File: config.mk
export PLATFORM = sky130hd
export DESIGN_NAME = eqs_top
export DESIGN_NICKNAME = d
export VERILOG_FILES = /design/src/common/eqs_pkg.sv /design/src/logic/eqs_skid.sv /design/src/logic/eqs_top.sv
export SDC_FILE = /design/constraint.sdc
export NUM_CORES = 1
export LEC_CHECK = 0
export ABC_AREA = 0
export BUFFER_PORTS_ARGS = -buffer_cell sky130_fd_sc_hd__buf_4
export CORE_MARGIN = 4
export CORE_UTILIZATION = 30
export CTS_CLUSTER_DIAMETER = 30
export DETAILED_ROUTE_END_ITERATION = 10
export GPL_ROUTABILITY_DRIVEN = 0
export PLACE_DENSITY = 0.47
export SYNTH_ARGS = -nofsm -noshare
export SYNTH_HDL_FRONTEND = slang
export SYNTH_SLANG_ARGS = --single-unit
File: constraint.sdc
create_clock -name REF_CLK -period 10 [get_ports REF_CLK]
set_input_delay 2 -clock REF_CLK [delete_from_list [all_inputs] [get_ports REF_CLK]]
set_output_delay 2 -clock REF_CLK [all_outputs]
set_load 0.02 [all_outputs]
File: src/common/eqs_pkg.sv
// Constants, record layout and state type shared by the error queue block.
package eqs_pkg;

   // ----------------------------------------------------------------
   // Clock and timing
   // ----------------------------------------------------------------
   localparam longint unsigned CLK_HZ           = 200_000_000;
   localparam longint unsigned VIEW_TIMEOUT_S   = 30;
   localparam longint unsigned TST_TIME_S       = 2;
   localparam longint unsigned VIEW_TIMEOUT_CYC = VIEW_TIMEOUT_S * CLK_HZ;
   localparam longint unsigned TST_CYC          = TST_TIME_S * CLK_HZ;
   localparam int unsigned     TMR_W            = 33;

   // ----------------------------------------------------------------
   // Queue geometry
   // ----------------------------------------------------------------
   localparam int unsigned     DEPTH     = 20;
   localparam int unsigned     PTR_W     = 5;
   localparam logic [4:0]      DEPTH_CNT = 5'h14;
   localparam logic [4:0]      PTR_LAST  = 5'h13;

   // ----------------------------------------------------------------
   // Record layout: signed code, message id, message length
   // ----------------------------------------------------------------
   localparam int unsigned     CODE_W       = 16;
   localparam int unsigned     ID_W         = 8;
   localparam int unsigned     LEN_W        = 7;
   localparam int unsigned     REC_W        = CODE_W + ID_W + LEN_W;
   localparam int unsigned     REC_CODE_LSB = ID_W + LEN_W;
   localparam int unsigned     REC_ID_LSB   = LEN_W;
   localparam int unsigned     REC_LEN_LSB  = 0;

   localparam logic [15:0]     CODE_NOERR  = 16'h0000;
   localparam logic [15:0]     CODE_OVF    = 16'hfea2;
   localparam logic [7:0]      MSG_NOERR   = 8'h00;
   localparam logic [7:0]      MSG_OVF     = 8'h01;
   localparam logic [6:0]      LEN_NOERR   = 7'h08;
   localparam logic [6:0]      LEN_OVF     = 7'h0e;
   localparam logic [6:0]      MSG_MAX_LEN = 7'h50;

   // ----------------------------------------------------------------
   // Indicators and self-test
   // ----------------------------------------------------------------
   localparam int unsigned     ANN_W       = 8;
   localparam logic            TST_PASS    = 1'b0;
   localparam logic            TST_FAIL    = 1'b1;

   typedef enum logic [0:0] {
      EQS_TST_IDLE = 1'b0,
      EQS_TST_RUN  = 1'b1
   } eqs_tst_t;

endpackage

File: src/logic/eqs_skid.sv
// Two-entry elastic buffer between the queue head and the remote reader.
module eqs_skid
   import eqs_pkg::*;
(
   input  wire logic             clk,
   input  wire logic             rst,
   input  wire logic             ce,
   input  wire logic             in_valid,
   output logic                  in_ready,
   input  wire logic [REC_W-1:0] in_data,
   output logic                  out_valid,
   input  wire logic             out_ready,
   output logic [REC_W-1:0]      out_data
);

   logic [1:0]       cnt_reg;
   logic [1:0]       cnt_next;
   logic [REC_W-1:0] ent1_reg;
   logic             take_in;
   logic             take_out;

   assign take_in  = in_valid & in_ready;
   assign take_out = out_valid & out_ready;

   always_comb begin
      cnt_next = cnt_reg;
      if (take_in && !take_out) begin
         cnt_next = cnt_reg + 2'h1;
      end else if (take_out && !take_in) begin
         cnt_next = cnt_reg - 2'h1;
      end
   end

   // Ready and valid are kept as flops so the top sees registered handshakes.
   always_ff @(posedge clk) begin
      if (rst) begin
         cnt_reg   <= 2'h0;
         in_ready  <= 1'b1;
         out_valid <= 1'b0;
      end else if (ce) begin
         cnt_reg   <= cnt_next;
         in_ready  <= (cnt_next != 2'h2);
         out_valid <= (cnt_next != 2'h0);
      end
   end

   always_ff @(posedge clk) begin
      if (rst) begin
         out_data <= '0;
         ent1_reg <= '0;
      end else if (ce) begin
         if (take_out) begin
            if (cnt_reg == 2'h2) begin
               out_data <= ent1_reg;
               if (take_in) begin
                  ent1_reg <= in_data;
               end
            end else if (take_in) begin
               out_data <= in_data;
            end
         end else if (take_in) begin
            if (cnt_reg == 2'h0) begin
               out_data <= in_data;
            end else begin
               ent1_reg <= in_data;
            end
         end
      end
   end

endmodule

File: src/logic/eqs_top.sv
// Error queue with fault indicator, beeper, self-test reporting and flush control.
//
// Behaviour
// RULE1 - The queue holds at most twenty error records.
// RULE2 - Records leave in arrival order, oldest first.
// RULE3 - Every remote read removes the record it returns.
// RULE4 - Fault indicator lit while records are pending, dark after the last read.
// RULE5 - One beeper pulse for each new error generated.
// RULE6 - An error arriving on a full queue overwrites the newest slot with -350.
// RULE7 - After overflow further errors are dropped until a record is removed.
// RULE8 - Reading an empty queue returns +0 no-error; panel view shows no errors.
// RULE9 - Queue is emptied at power-up and by the clear-status command.
// RULE10 - The device reset command leaves the queue contents untouched.
// RULE11 - A record is signed code plus message of at most 80 characters.
// RULE12 - Leaving the panel view or a 30 second view timeout flushes the queue.
// RULE13 - A failed power-on self-test lights the fault indicator.
// RULE14 - Complete self-test answers 0 on pass, 1 on fail, after 2 seconds.
// RULE15 - With the display off only the fault indicator stays active.
// RULE16 - The host reads one error per query until the no-error code returns.
// RULE17 - A pop on an empty queue leaves pointers and overflow state unchanged.
module eqs_top
   import eqs_pkg::*;
#(
   parameter longint unsigned VIEW_TO_CYC = VIEW_TIMEOUT_CYC,
   parameter longint unsigned TST_RUN_CYC = TST_CYC
) (
   input  wire logic              REF_CLK,
   input  wire logic              RST,
   input  wire logic              CE,
   input  wire logic              ERR_VALID,
   input  wire logic [CODE_W-1:0] ERR_CODE,
   input  wire logic [ID_W-1:0]   ERR_MSG_ID,
   input  wire logic [LEN_W-1:0]  ERR_MSG_LEN,
   input  wire logic              POP_REQ,
   output logic                   POP_READY,
   output logic                   RD_VALID,
   input  wire logic              RD_READY,
   output logic [CODE_W-1:0]      RD_CODE,
   output logic [ID_W-1:0]        RD_MSG_ID,
   output logic [LEN_W-1:0]       RD_MSG_LEN,
   input  wire logic              CLS_CMD,
   input  wire logic              VIEW_ACTIVE,
   input  wire logic              VIEW_KEY,
   input  wire logic              VIEW_EXIT,
   input  wire logic [PTR_W-1:0]  VIEW_SEL,
   output logic                   VIEW_VALID,
   output logic                   VIEW_NOERR,
   output logic [CODE_W-1:0]      VIEW_CODE,
   output logic [ID_W-1:0]        VIEW_MSG_ID,
   input  wire logic              POST_DONE,
   input  wire logic              POST_FAIL,
   input  wire logic              TST_REQ,
   input  wire logic              TST_FAIL_IN,
   output logic                   TST_DONE,
   output logic                   TST_RESULT,
   output logic                   TST_BUSY,
   input  wire logic              DISP_ON,
   input  wire logic [ANN_W-1:0]  ANN_IN,
   output logic [ANN_W-1:0]       ANN_OUT,
   output logic                   FAULT_LED,
   output logic                   BEEP,
   output logic                   OVERFLOW,
   output logic [PTR_W-1:0]       ERR_COUNT
);

   // ----------------------------------------------------------------
   // Storage and queue state
   // ----------------------------------------------------------------
   logic [REC_W-1:0] mem [DEPTH];
   logic [PTR_W-1:0] rd_reg;
   logic [PTR_W-1:0] wr_reg;
   logic [PTR_W-1:0] cnt_reg;
   logic             ovf_reg;
   logic [PTR_W-1:0] rd_next;
   logic [PTR_W-1:0] wr_next;
   logic [PTR_W-1:0] cnt_next;
   logic             ovf_next;

   logic             mem_we;
   logic [PTR_W-1:0] mem_idx;
   logic [REC_W-1:0] mem_rec;

   logic             pop_acc;
   logic             pop_take;
   logic             flush;
   logic             view_tmo;
   logic [REC_W-1:0] rd_rec;
   logic [REC_W-1:0] skid_out;
   logic             skid_in_ready;
   logic             skid_out_valid;

   logic [PTR_W-1:0] rd_base;
   logic [PTR_W-1:0] wr_base;
   logic [PTR_W-1:0] cnt_base;
   logic             ovf_base;
   logic [LEN_W-1:0] len_clamp;

   logic [TMR_W-1:0] view_tmr_reg;
   logic [TMR_W-1:0] tst_tmr_reg;
   eqs_tst_t         tst_state_reg;
   logic             post_fail_reg;
   logic             tst_fail_reg;
   logic [PTR_W:0]   view_sum;
   logic [PTR_W-1:0] view_idx;
   logic             tst_fin;

   function automatic logic [PTR_W-1:0] ptr_inc(input logic [PTR_W-1:0] p);
      ptr_inc = (p == PTR_LAST) ? '0 : p + 5'h01;
   endfunction

   function automatic logic [PTR_W-1:0] ptr_dec(input logic [PTR_W-1:0] p);
      ptr_dec = (p == '0) ? PTR_LAST : p - 5'h01;
   endfunction

   // ----------------------------------------------------------------
   // Pop and flush decode
   // ----------------------------------------------------------------
   // A pop is taken only while the read buffer has room; otherwise the host
   // holds POP_REQ until POP_READY returns.
   assign pop_acc  = POP_REQ & POP_READY;
   assign pop_take = pop_acc & (cnt_reg != '0); // RULE3 RULE17

   // Only clear-status and the panel view empty the queue; a device reset
   // command is deliberately not an input of this block.
   assign flush = CLS_CMD | VIEW_EXIT | view_tmo; // RULE9 RULE10 RULE12

   assign rd_rec = mem[rd_reg]; // RULE2

   // Messages longer than the display buffer are cut rather than refused.
   assign len_clamp = (ERR_MSG_LEN > MSG_MAX_LEN) ? MSG_MAX_LEN : ERR_MSG_LEN; // RULE11

   // ----------------------------------------------------------------
   // Queue next state
   // ----------------------------------------------------------------
   // Removal and flush are applied first, then the arriving error is placed
   // against what is left, so an error in the cycle of a clear is kept.
   always_comb begin
      rd_base  = rd_reg;
      wr_base  = wr_reg;
      cnt_base = cnt_reg;
      ovf_base = ovf_reg;
      if (pop_take) begin
         rd_base  = ptr_inc(rd_reg); // RULE2 RULE3
         cnt_base = cnt_reg - 5'h01;
         ovf_base = 1'b0; // RULE7
      end
      if (flush) begin
         rd_base  = '0;
         wr_base  = '0;
         cnt_base = '0;
         ovf_base = 1'b0;
      end
   end

   always_comb begin
      rd_next  = rd_base;
      wr_next  = wr_base;
      cnt_next = cnt_base;
      ovf_next = ovf_base;
      mem_we   = 1'b0;
      mem_idx  = wr_base;
      mem_rec  = {ERR_CODE, ERR_MSG_ID, len_clamp}; // RULE11
      if (ERR_VALID && !ovf_base) begin // RULE7
         if (cnt_base < DEPTH_CNT) begin // RULE1
            mem_we   = 1'b1;
            wr_next  = ptr_inc(wr_base);
            cnt_next = cnt_base + 5'h01;
         end else begin
            mem_we   = 1'b1;
            mem_idx  = ptr_dec(wr_base); // RULE6
            mem_rec  = {CODE_OVF, MSG_OVF, LEN_OVF}; // RULE6
            ovf_next = 1'b1;
         end
      end
   end

   always_ff @(posedge REF_CLK) begin
      if (RST) begin
         rd_reg  <= '0; // RULE9
         wr_reg  <= '0;
         cnt_reg <= '0;
         ovf_reg <= 1'b0;
      end else if (CE) begin
         rd_reg  <= rd_next;
         wr_reg  <= wr_next;
         cnt_reg <= cnt_next;
         ovf_reg <= ovf_next;
      end
   end

   // Record contents need no reset; the counters decide what is valid.
   always_ff @(posedge REF_CLK) begin
      if (CE && mem_we) begin
         mem[mem_idx] <= mem_rec;
      end
   end

   always_ff @(posedge REF_CLK) begin
      if (RST) begin
         OVERFLOW  <= 1'b0;
         ERR_COUNT <= '0;
      end else if (CE) begin
         OVERFLOW  <= ovf_next;
         ERR_COUNT <= cnt_next;
      end
   end

   // ----------------------------------------------------------------
   // Remote read path
   // ----------------------------------------------------------------
   // An empty queue answers with the no-error record, which is what lets the
   // host stop its drain loop.
   eqs_skid u_skid (
      .clk       (REF_CLK),
      .rst       (RST),
      .ce        (CE),
      .in_valid  (pop_acc),
      .in_ready  (skid_in_ready),
      .in_data   ((cnt_reg != '0) ? rd_rec : {CODE_NOERR, MSG_NOERR, LEN_NOERR}), // RULE8 RULE16
      .out_valid (skid_out_valid),
      .out_ready (RD_READY),
      .out_data  (skid_out)
   );

   assign POP_READY  = skid_in_ready;
   assign RD_VALID   = skid_out_valid;
   assign RD_CODE    = skid_out[REC_CODE_LSB +: CODE_W];
   assign RD_MSG_ID  = skid_out[REC_ID_LSB +: ID_W];
   assign RD_MSG_LEN = skid_out[REC_LEN_LSB +: LEN_W];

   // ----------------------------------------------------------------
   // Front-panel view
   // ----------------------------------------------------------------
   // The timer restarts on every key press and stands at zero outside the view.
   always_ff @(posedge REF_CLK) begin
      if (RST) begin
         view_tmr_reg <= '0;
      end else if (CE) begin
         if (!VIEW_ACTIVE || VIEW_KEY || view_tmo) begin
            view_tmr_reg <= '0;
         end else begin
            view_tmr_reg <= view_tmr_reg + 33'h000000001;
         end
      end
   end

   assign view_tmo = VIEW_ACTIVE && !VIEW_KEY &&
                     (view_tmr_reg == TMR_W'(VIEW_TO_CYC - 1)); // RULE12

   // Entry VIEW_SEL counts from the oldest record.
   assign view_sum = {1'b0, rd_reg} + {1'b0, VIEW_SEL};
   assign view_idx = (view_sum >= {1'b0, DEPTH_CNT}) ?
                     PTR_W'(view_sum - {1'b0, DEPTH_CNT}) : view_sum[PTR_W-1:0];

   always_ff @(posedge REF_CLK) begin
      if (RST) begin
         VIEW_VALID  <= 1'b0;
         VIEW_NOERR  <= 1'b1;
         VIEW_CODE   <= CODE_NOERR;
         VIEW_MSG_ID <= MSG_NOERR;
      end else if (CE) begin
         VIEW_VALID  <= (VIEW_SEL < cnt_reg);
         VIEW_NOERR  <= (cnt_reg == '0); // RULE8
         VIEW_CODE   <= mem[view_idx][REC_CODE_LSB +: CODE_W];
         VIEW_MSG_ID <= mem[view_idx][REC_ID_LSB +: ID_W];
      end
   end

   // ----------------------------------------------------------------
   // Self-test
   // ----------------------------------------------------------------
   // The power-on result latches until the next reset; the fault stays lit
   // even if the queue is drained, since the unit is not trustworthy.
   always_ff @(posedge REF_CLK) begin
      if (RST) begin
         post_fail_reg <= 1'b0;
      end else if (CE && POST_DONE && POST_FAIL) begin
         post_fail_reg <= 1'b1; // RULE13
      end
   end

   always_ff @(posedge REF_CLK) begin
      if (RST) begin
         tst_state_reg <= EQS_TST_IDLE;
         tst_tmr_reg   <= '0;
      end else if (CE) begin
         unique case (tst_state_reg)
            EQS_TST_IDLE: begin
               tst_tmr_reg <= '0;
               if (TST_REQ) begin
                  tst_state_reg <= EQS_TST_RUN;
               end
            end
            EQS_TST_RUN: begin
               if (tst_tmr_reg == TMR_W'(TST_RUN_CYC - 1)) begin // RULE14
                  tst_state_reg <= EQS_TST_IDLE;
                  tst_tmr_reg   <= '0;
               end else begin
                  tst_tmr_reg <= tst_tmr_reg + 33'h000000001;
               end
            end
         endcase
      end
   end

   assign tst_fin = (tst_state_reg == EQS_TST_RUN) && (tst_tmr_reg == TMR_W'(TST_RUN_CYC - 1));

   always_ff @(posedge REF_CLK) begin
      if (RST) begin
         TST_DONE     <= 1'b0;
         TST_RESULT   <= TST_PASS;
         TST_BUSY     <= 1'b0;
         tst_fail_reg <= 1'b0;
      end else if (CE) begin
         TST_DONE <= tst_fin;
         TST_BUSY <= (tst_state_reg == EQS_TST_RUN) && !tst_fin;
         if (tst_fin) begin
            TST_RESULT <= TST_FAIL_IN ? TST_FAIL : TST_PASS; // RULE14
            if (TST_FAIL_IN) begin
               tst_fail_reg <= 1'b1;
            end
         end
      end
   end

   // ----------------------------------------------------------------
   // Indicators and beeper
   // ----------------------------------------------------------------
   // The beep follows every generated error, stored or dropped, so an
   // operator still hears errors lost to overflow.
   always_ff @(posedge REF_CLK) begin
      if (RST) begin
         BEEP      <= 1'b0;
         FAULT_LED <= 1'b0;
         ANN_OUT   <= '0;
      end else if (CE) begin
         BEEP      <= ERR_VALID; // RULE5
         FAULT_LED <= (cnt_next != '0) || post_fail_reg || tst_fail_reg; // RULE4 RULE13 RULE15
         ANN_OUT   <= DISP_ON ? ANN_IN : '0; // RULE15
      end
   end

endmodule
==> summary.md <==
| Metric | Value |
|---|---|
| Outcome | `finished, final reports clean` |
| Clock Latency Late Sink | `0.77 ns` |
| Largest net degree at the start of global routing | `85` |
| Avg Inst Size Synth | `16.0 um2` |
| CP delay by family, top | `buffers and inverters` |
| Hold buffer count at cts | `0` |
| Rows | `128` |
| Initial drt markers | `1954` |
| Setup Viol. Count Final | `0` |
| DIE WIDTH | `360 um` |
| Min-delay worst type | `flip-flop to flip-flop` |
| Cell area after synthesis | `37100 um2` |
| Post-CTS sizing | `0` |
| Pwr dens | `230 nW/um2` |
| Final Critical Period | `6.12 ns` |
| Hpwl dp | `60.7 mm` |
| Clk slew on worst S/H paths | `0.04 ns` |
| Finished Layout Cells | `4311` |
| Starting Density | `30.3%` |
| DR WL/cell | `26.0 um` |
| Post-synth top area cell | `edfxtp_1` |
| Worst-Margin Slew | `1.27 ns` |
| Share of the synthesized area in the top cell type | `50.2%` |
| Largest register FFs | `620` |
| Vias in the first global route | `24100` |
| Fmax achieved | `0.163 GHz` |
| EDFF count, synth | `620` |
| CTS tree | `yes` |
| Slew Limit Fails | `0` |
| Rel. slew slack | `15.1%` |
| DRC viols | `0` |
| DP Cell Count | `3971` |
| Synth warn | `0` |
| Initial antenna violation count | `3` |
| Post-route cell area | `46700 um2` |
| Area Growth Syn to Fin | `25.8%` |
| Via density | `5.37` |
| Top post-synthesis cells by count | `edfxtp_1, mux4_2, nor2_1` |
| Fillers | `11400` |
| Largest stage delay, worst path | `0.69 ns` |
| TNS Setup | `0 ns` |
| Final nets | `2609` |
| MaxCap Viol Count | `0` |
| CP cell instances | `buf_4, ha_4, fa_4, xnor2_2, buf_4, ha_1, o31ai_1, a211o_1, a21oi_4, buf_4, o31ai_4, buf_4, nand2b_1, buf_4, o21ai_0` |
| Pleak | `0.0152 uW` |
| Critical Path Fanout Max | `50` |
| Flops & latches, synth | `815` |
| Dpl cell area | `40200 um2` |
| Top_reg_cell synth | `edfxtp_1` |
| Die height | `360 um` |
| Setup crit start kind | `input pin` |
| Syn Inst Count | `2324` |
| CP Buf/Inv Count | `5` |
| Die ar. | `129000 um2` |
| Post-Route WL | `112 mm` |
| RSZ-0062 raised after global routing | `false` |
| Clock Sinks | `815` |
| Cell variety after synth | `65` |
| Crit end category | `flip-flop` |
| Core area | `122000 um2` |
| Post-detailed-route count of antenna-violating nets | `0` |
| Global-route wire length before repair | `164 mm` |
| Post-layout util | `38.2%` |
| Worst EP arrival | `6.77 ns` |
| Slowest CP cell | `buf_4` |
| Clock Tree Root | `clkbuf_16` |
| Via count | `23200` |
| Max VDD drop | `0.175 mV` |
| Post-synth net total | `2405` |
| CTS H-tree lvls | `4` |
| Longest Clk Path Bufs | `3` |
| # Post-CTS Setup Buffers | `0` |
| Fin. Hold Viols | `0` |
| Part of the cycle the worst path needs | `61.2%` |
| Count leader, synth | `edfxtp_1` |
| Async S/R FF share, synth | `0%` |
| Grt ovf | `0` |
| All-layer global routing usage | `17.1%` |
| Cts bufs inserted | `180` |
| Critical path class | `input pin to flip-flop` |
| CP most frequent cell | `buf_4` |
| N_diodes | `0` |
| Register area share after synthesis | `60.7%` |
| Layout cell share with drive strength beyond 1 | `34.9%` |
| Top area cells in the synthesized netlist | `edfxtp_1, mux4_2, dfxtp_1` |
| Final Skew | `0.0386 ns` |
| Input/output buffers | `136` |
| First-pass iteration count of the detailed router | `5` |
| Tot Pwr | `10700 uW` |
| CP Data Required Time | `10.65 ns` |
| I/O Pins | `137` |
cell usage in the layout, fill, tap and decap left out, types with 8 or more instances in the layout:
master        n
a211oi_1      8
a21o_1       12
a21oi_1      51
a221oi_1     31
a22oi_1      41
a311oi_1     12
a31oi_1      30
and2_1       13
and3_1       15
and4_1       11
buf_4       185
bufinv_16    31
clkbuf_1     27
clkbuf_16   182
clkbuf_8     12
clkinv_1     14
clkinv_2     36
clkinvlp_4   14
dfxtp_1     190
edfxtp_1    620
ha_1         19
inv_1        24
mux2_2       33
mux2i_1      30
mux4_2      354
nand2_1     105
nand3_1      29
nand3b_1     10
nand4_1      17
nor2_1      207
nor2_4       18
nor2b_1      16
nor3_1       21
nor3b_1      25
o21ai_0      68
or2_2        15
or3_1        12
xnor2_1      15
xor2_1       24
stage by stage:
| stage | worst slack (ns) | hold slack, ns |
|---|---|---|
| 6_report | 3.88 | 0.459 |
| 5_1_grt | 3.70 | 0.502 |
| 4_1_cts | 3.92 | 0.464 |
| 3_5_place_dp | 3.13 | 0.455 |
| 3_3_place_gp | 3.25 | 0.447 |
| 2_1_floorplan | 2.87 | 0.436 |
where the power goes:
part	switching, uW	internal [uW]
clock	1970	4240
sequential	48.0	3690
combinational	428	372
cell type report:
cell class | count | area (um2) | area share, %
clock buffers | 221 | 4820 | 10.3
repair buffers | 187 | 1420 | 3.04
multi-input cells | 1320 | 14100 | 30.2
flip-flops and latches | 815 | 22500 | 48.3
well taps | 1625 | 2030 | 4.35
clock inverters | 119 | 1670 | 3.58
inverters | 24 | 90.1 | 0.193
per-layer routing:
metal | GRT usage [%] | up-vias | part of all wire [%]
met4 | 5.17 | 0 | 2.1
met5 | 0 | - | 0
met1 | 23.8 | 12300 | 45
li1 | - | 9886 | -
met3 | 3.61 | 182 | 6.0
met2 | 27.0 | 762 | 47
path summary, 6_finish.rpt:
check | slack [ns] | cells past startpoint | startpoint | end
hold / removal | 0.46 | 2 | u_skid.ent1_reg[3] | u_skid.ent1_reg[3]
setup reg to reg | 4.84 | 14 | rd_reg[0] | VIEW_CODE[3]
hold reg to reg | 0.46 | 2 | u_skid.ent1_reg[3] | u_skid.ent1_reg[3]
setup / recovery | 3.88 | 15 | VIEW_SEL[0] | VIEW_CODE[3]
worst min-delay path, cell delays in order, from the launching register on:
cell and delay [ns]:
dfxtp_1 0.29, inv_1 0.06, a211oi_1 0.06
cells by family (layout without fill, tap and decap cells):
family | after synthesis | count (layout) | synth area share [%]
fa+ha+maj | 22 | 22 | 0.762
xor+xnor | 40 | 40 | 0.944
simple gates | 551 | 551 | 7.23
compound gates | 290 | 290 | 5.17
mux | 417 | 417 | 23.3
flops | 815 | 815 | 60.7
buf+inv | 189 | 551 | 1.94
Power figures use the tool's default switching activity.
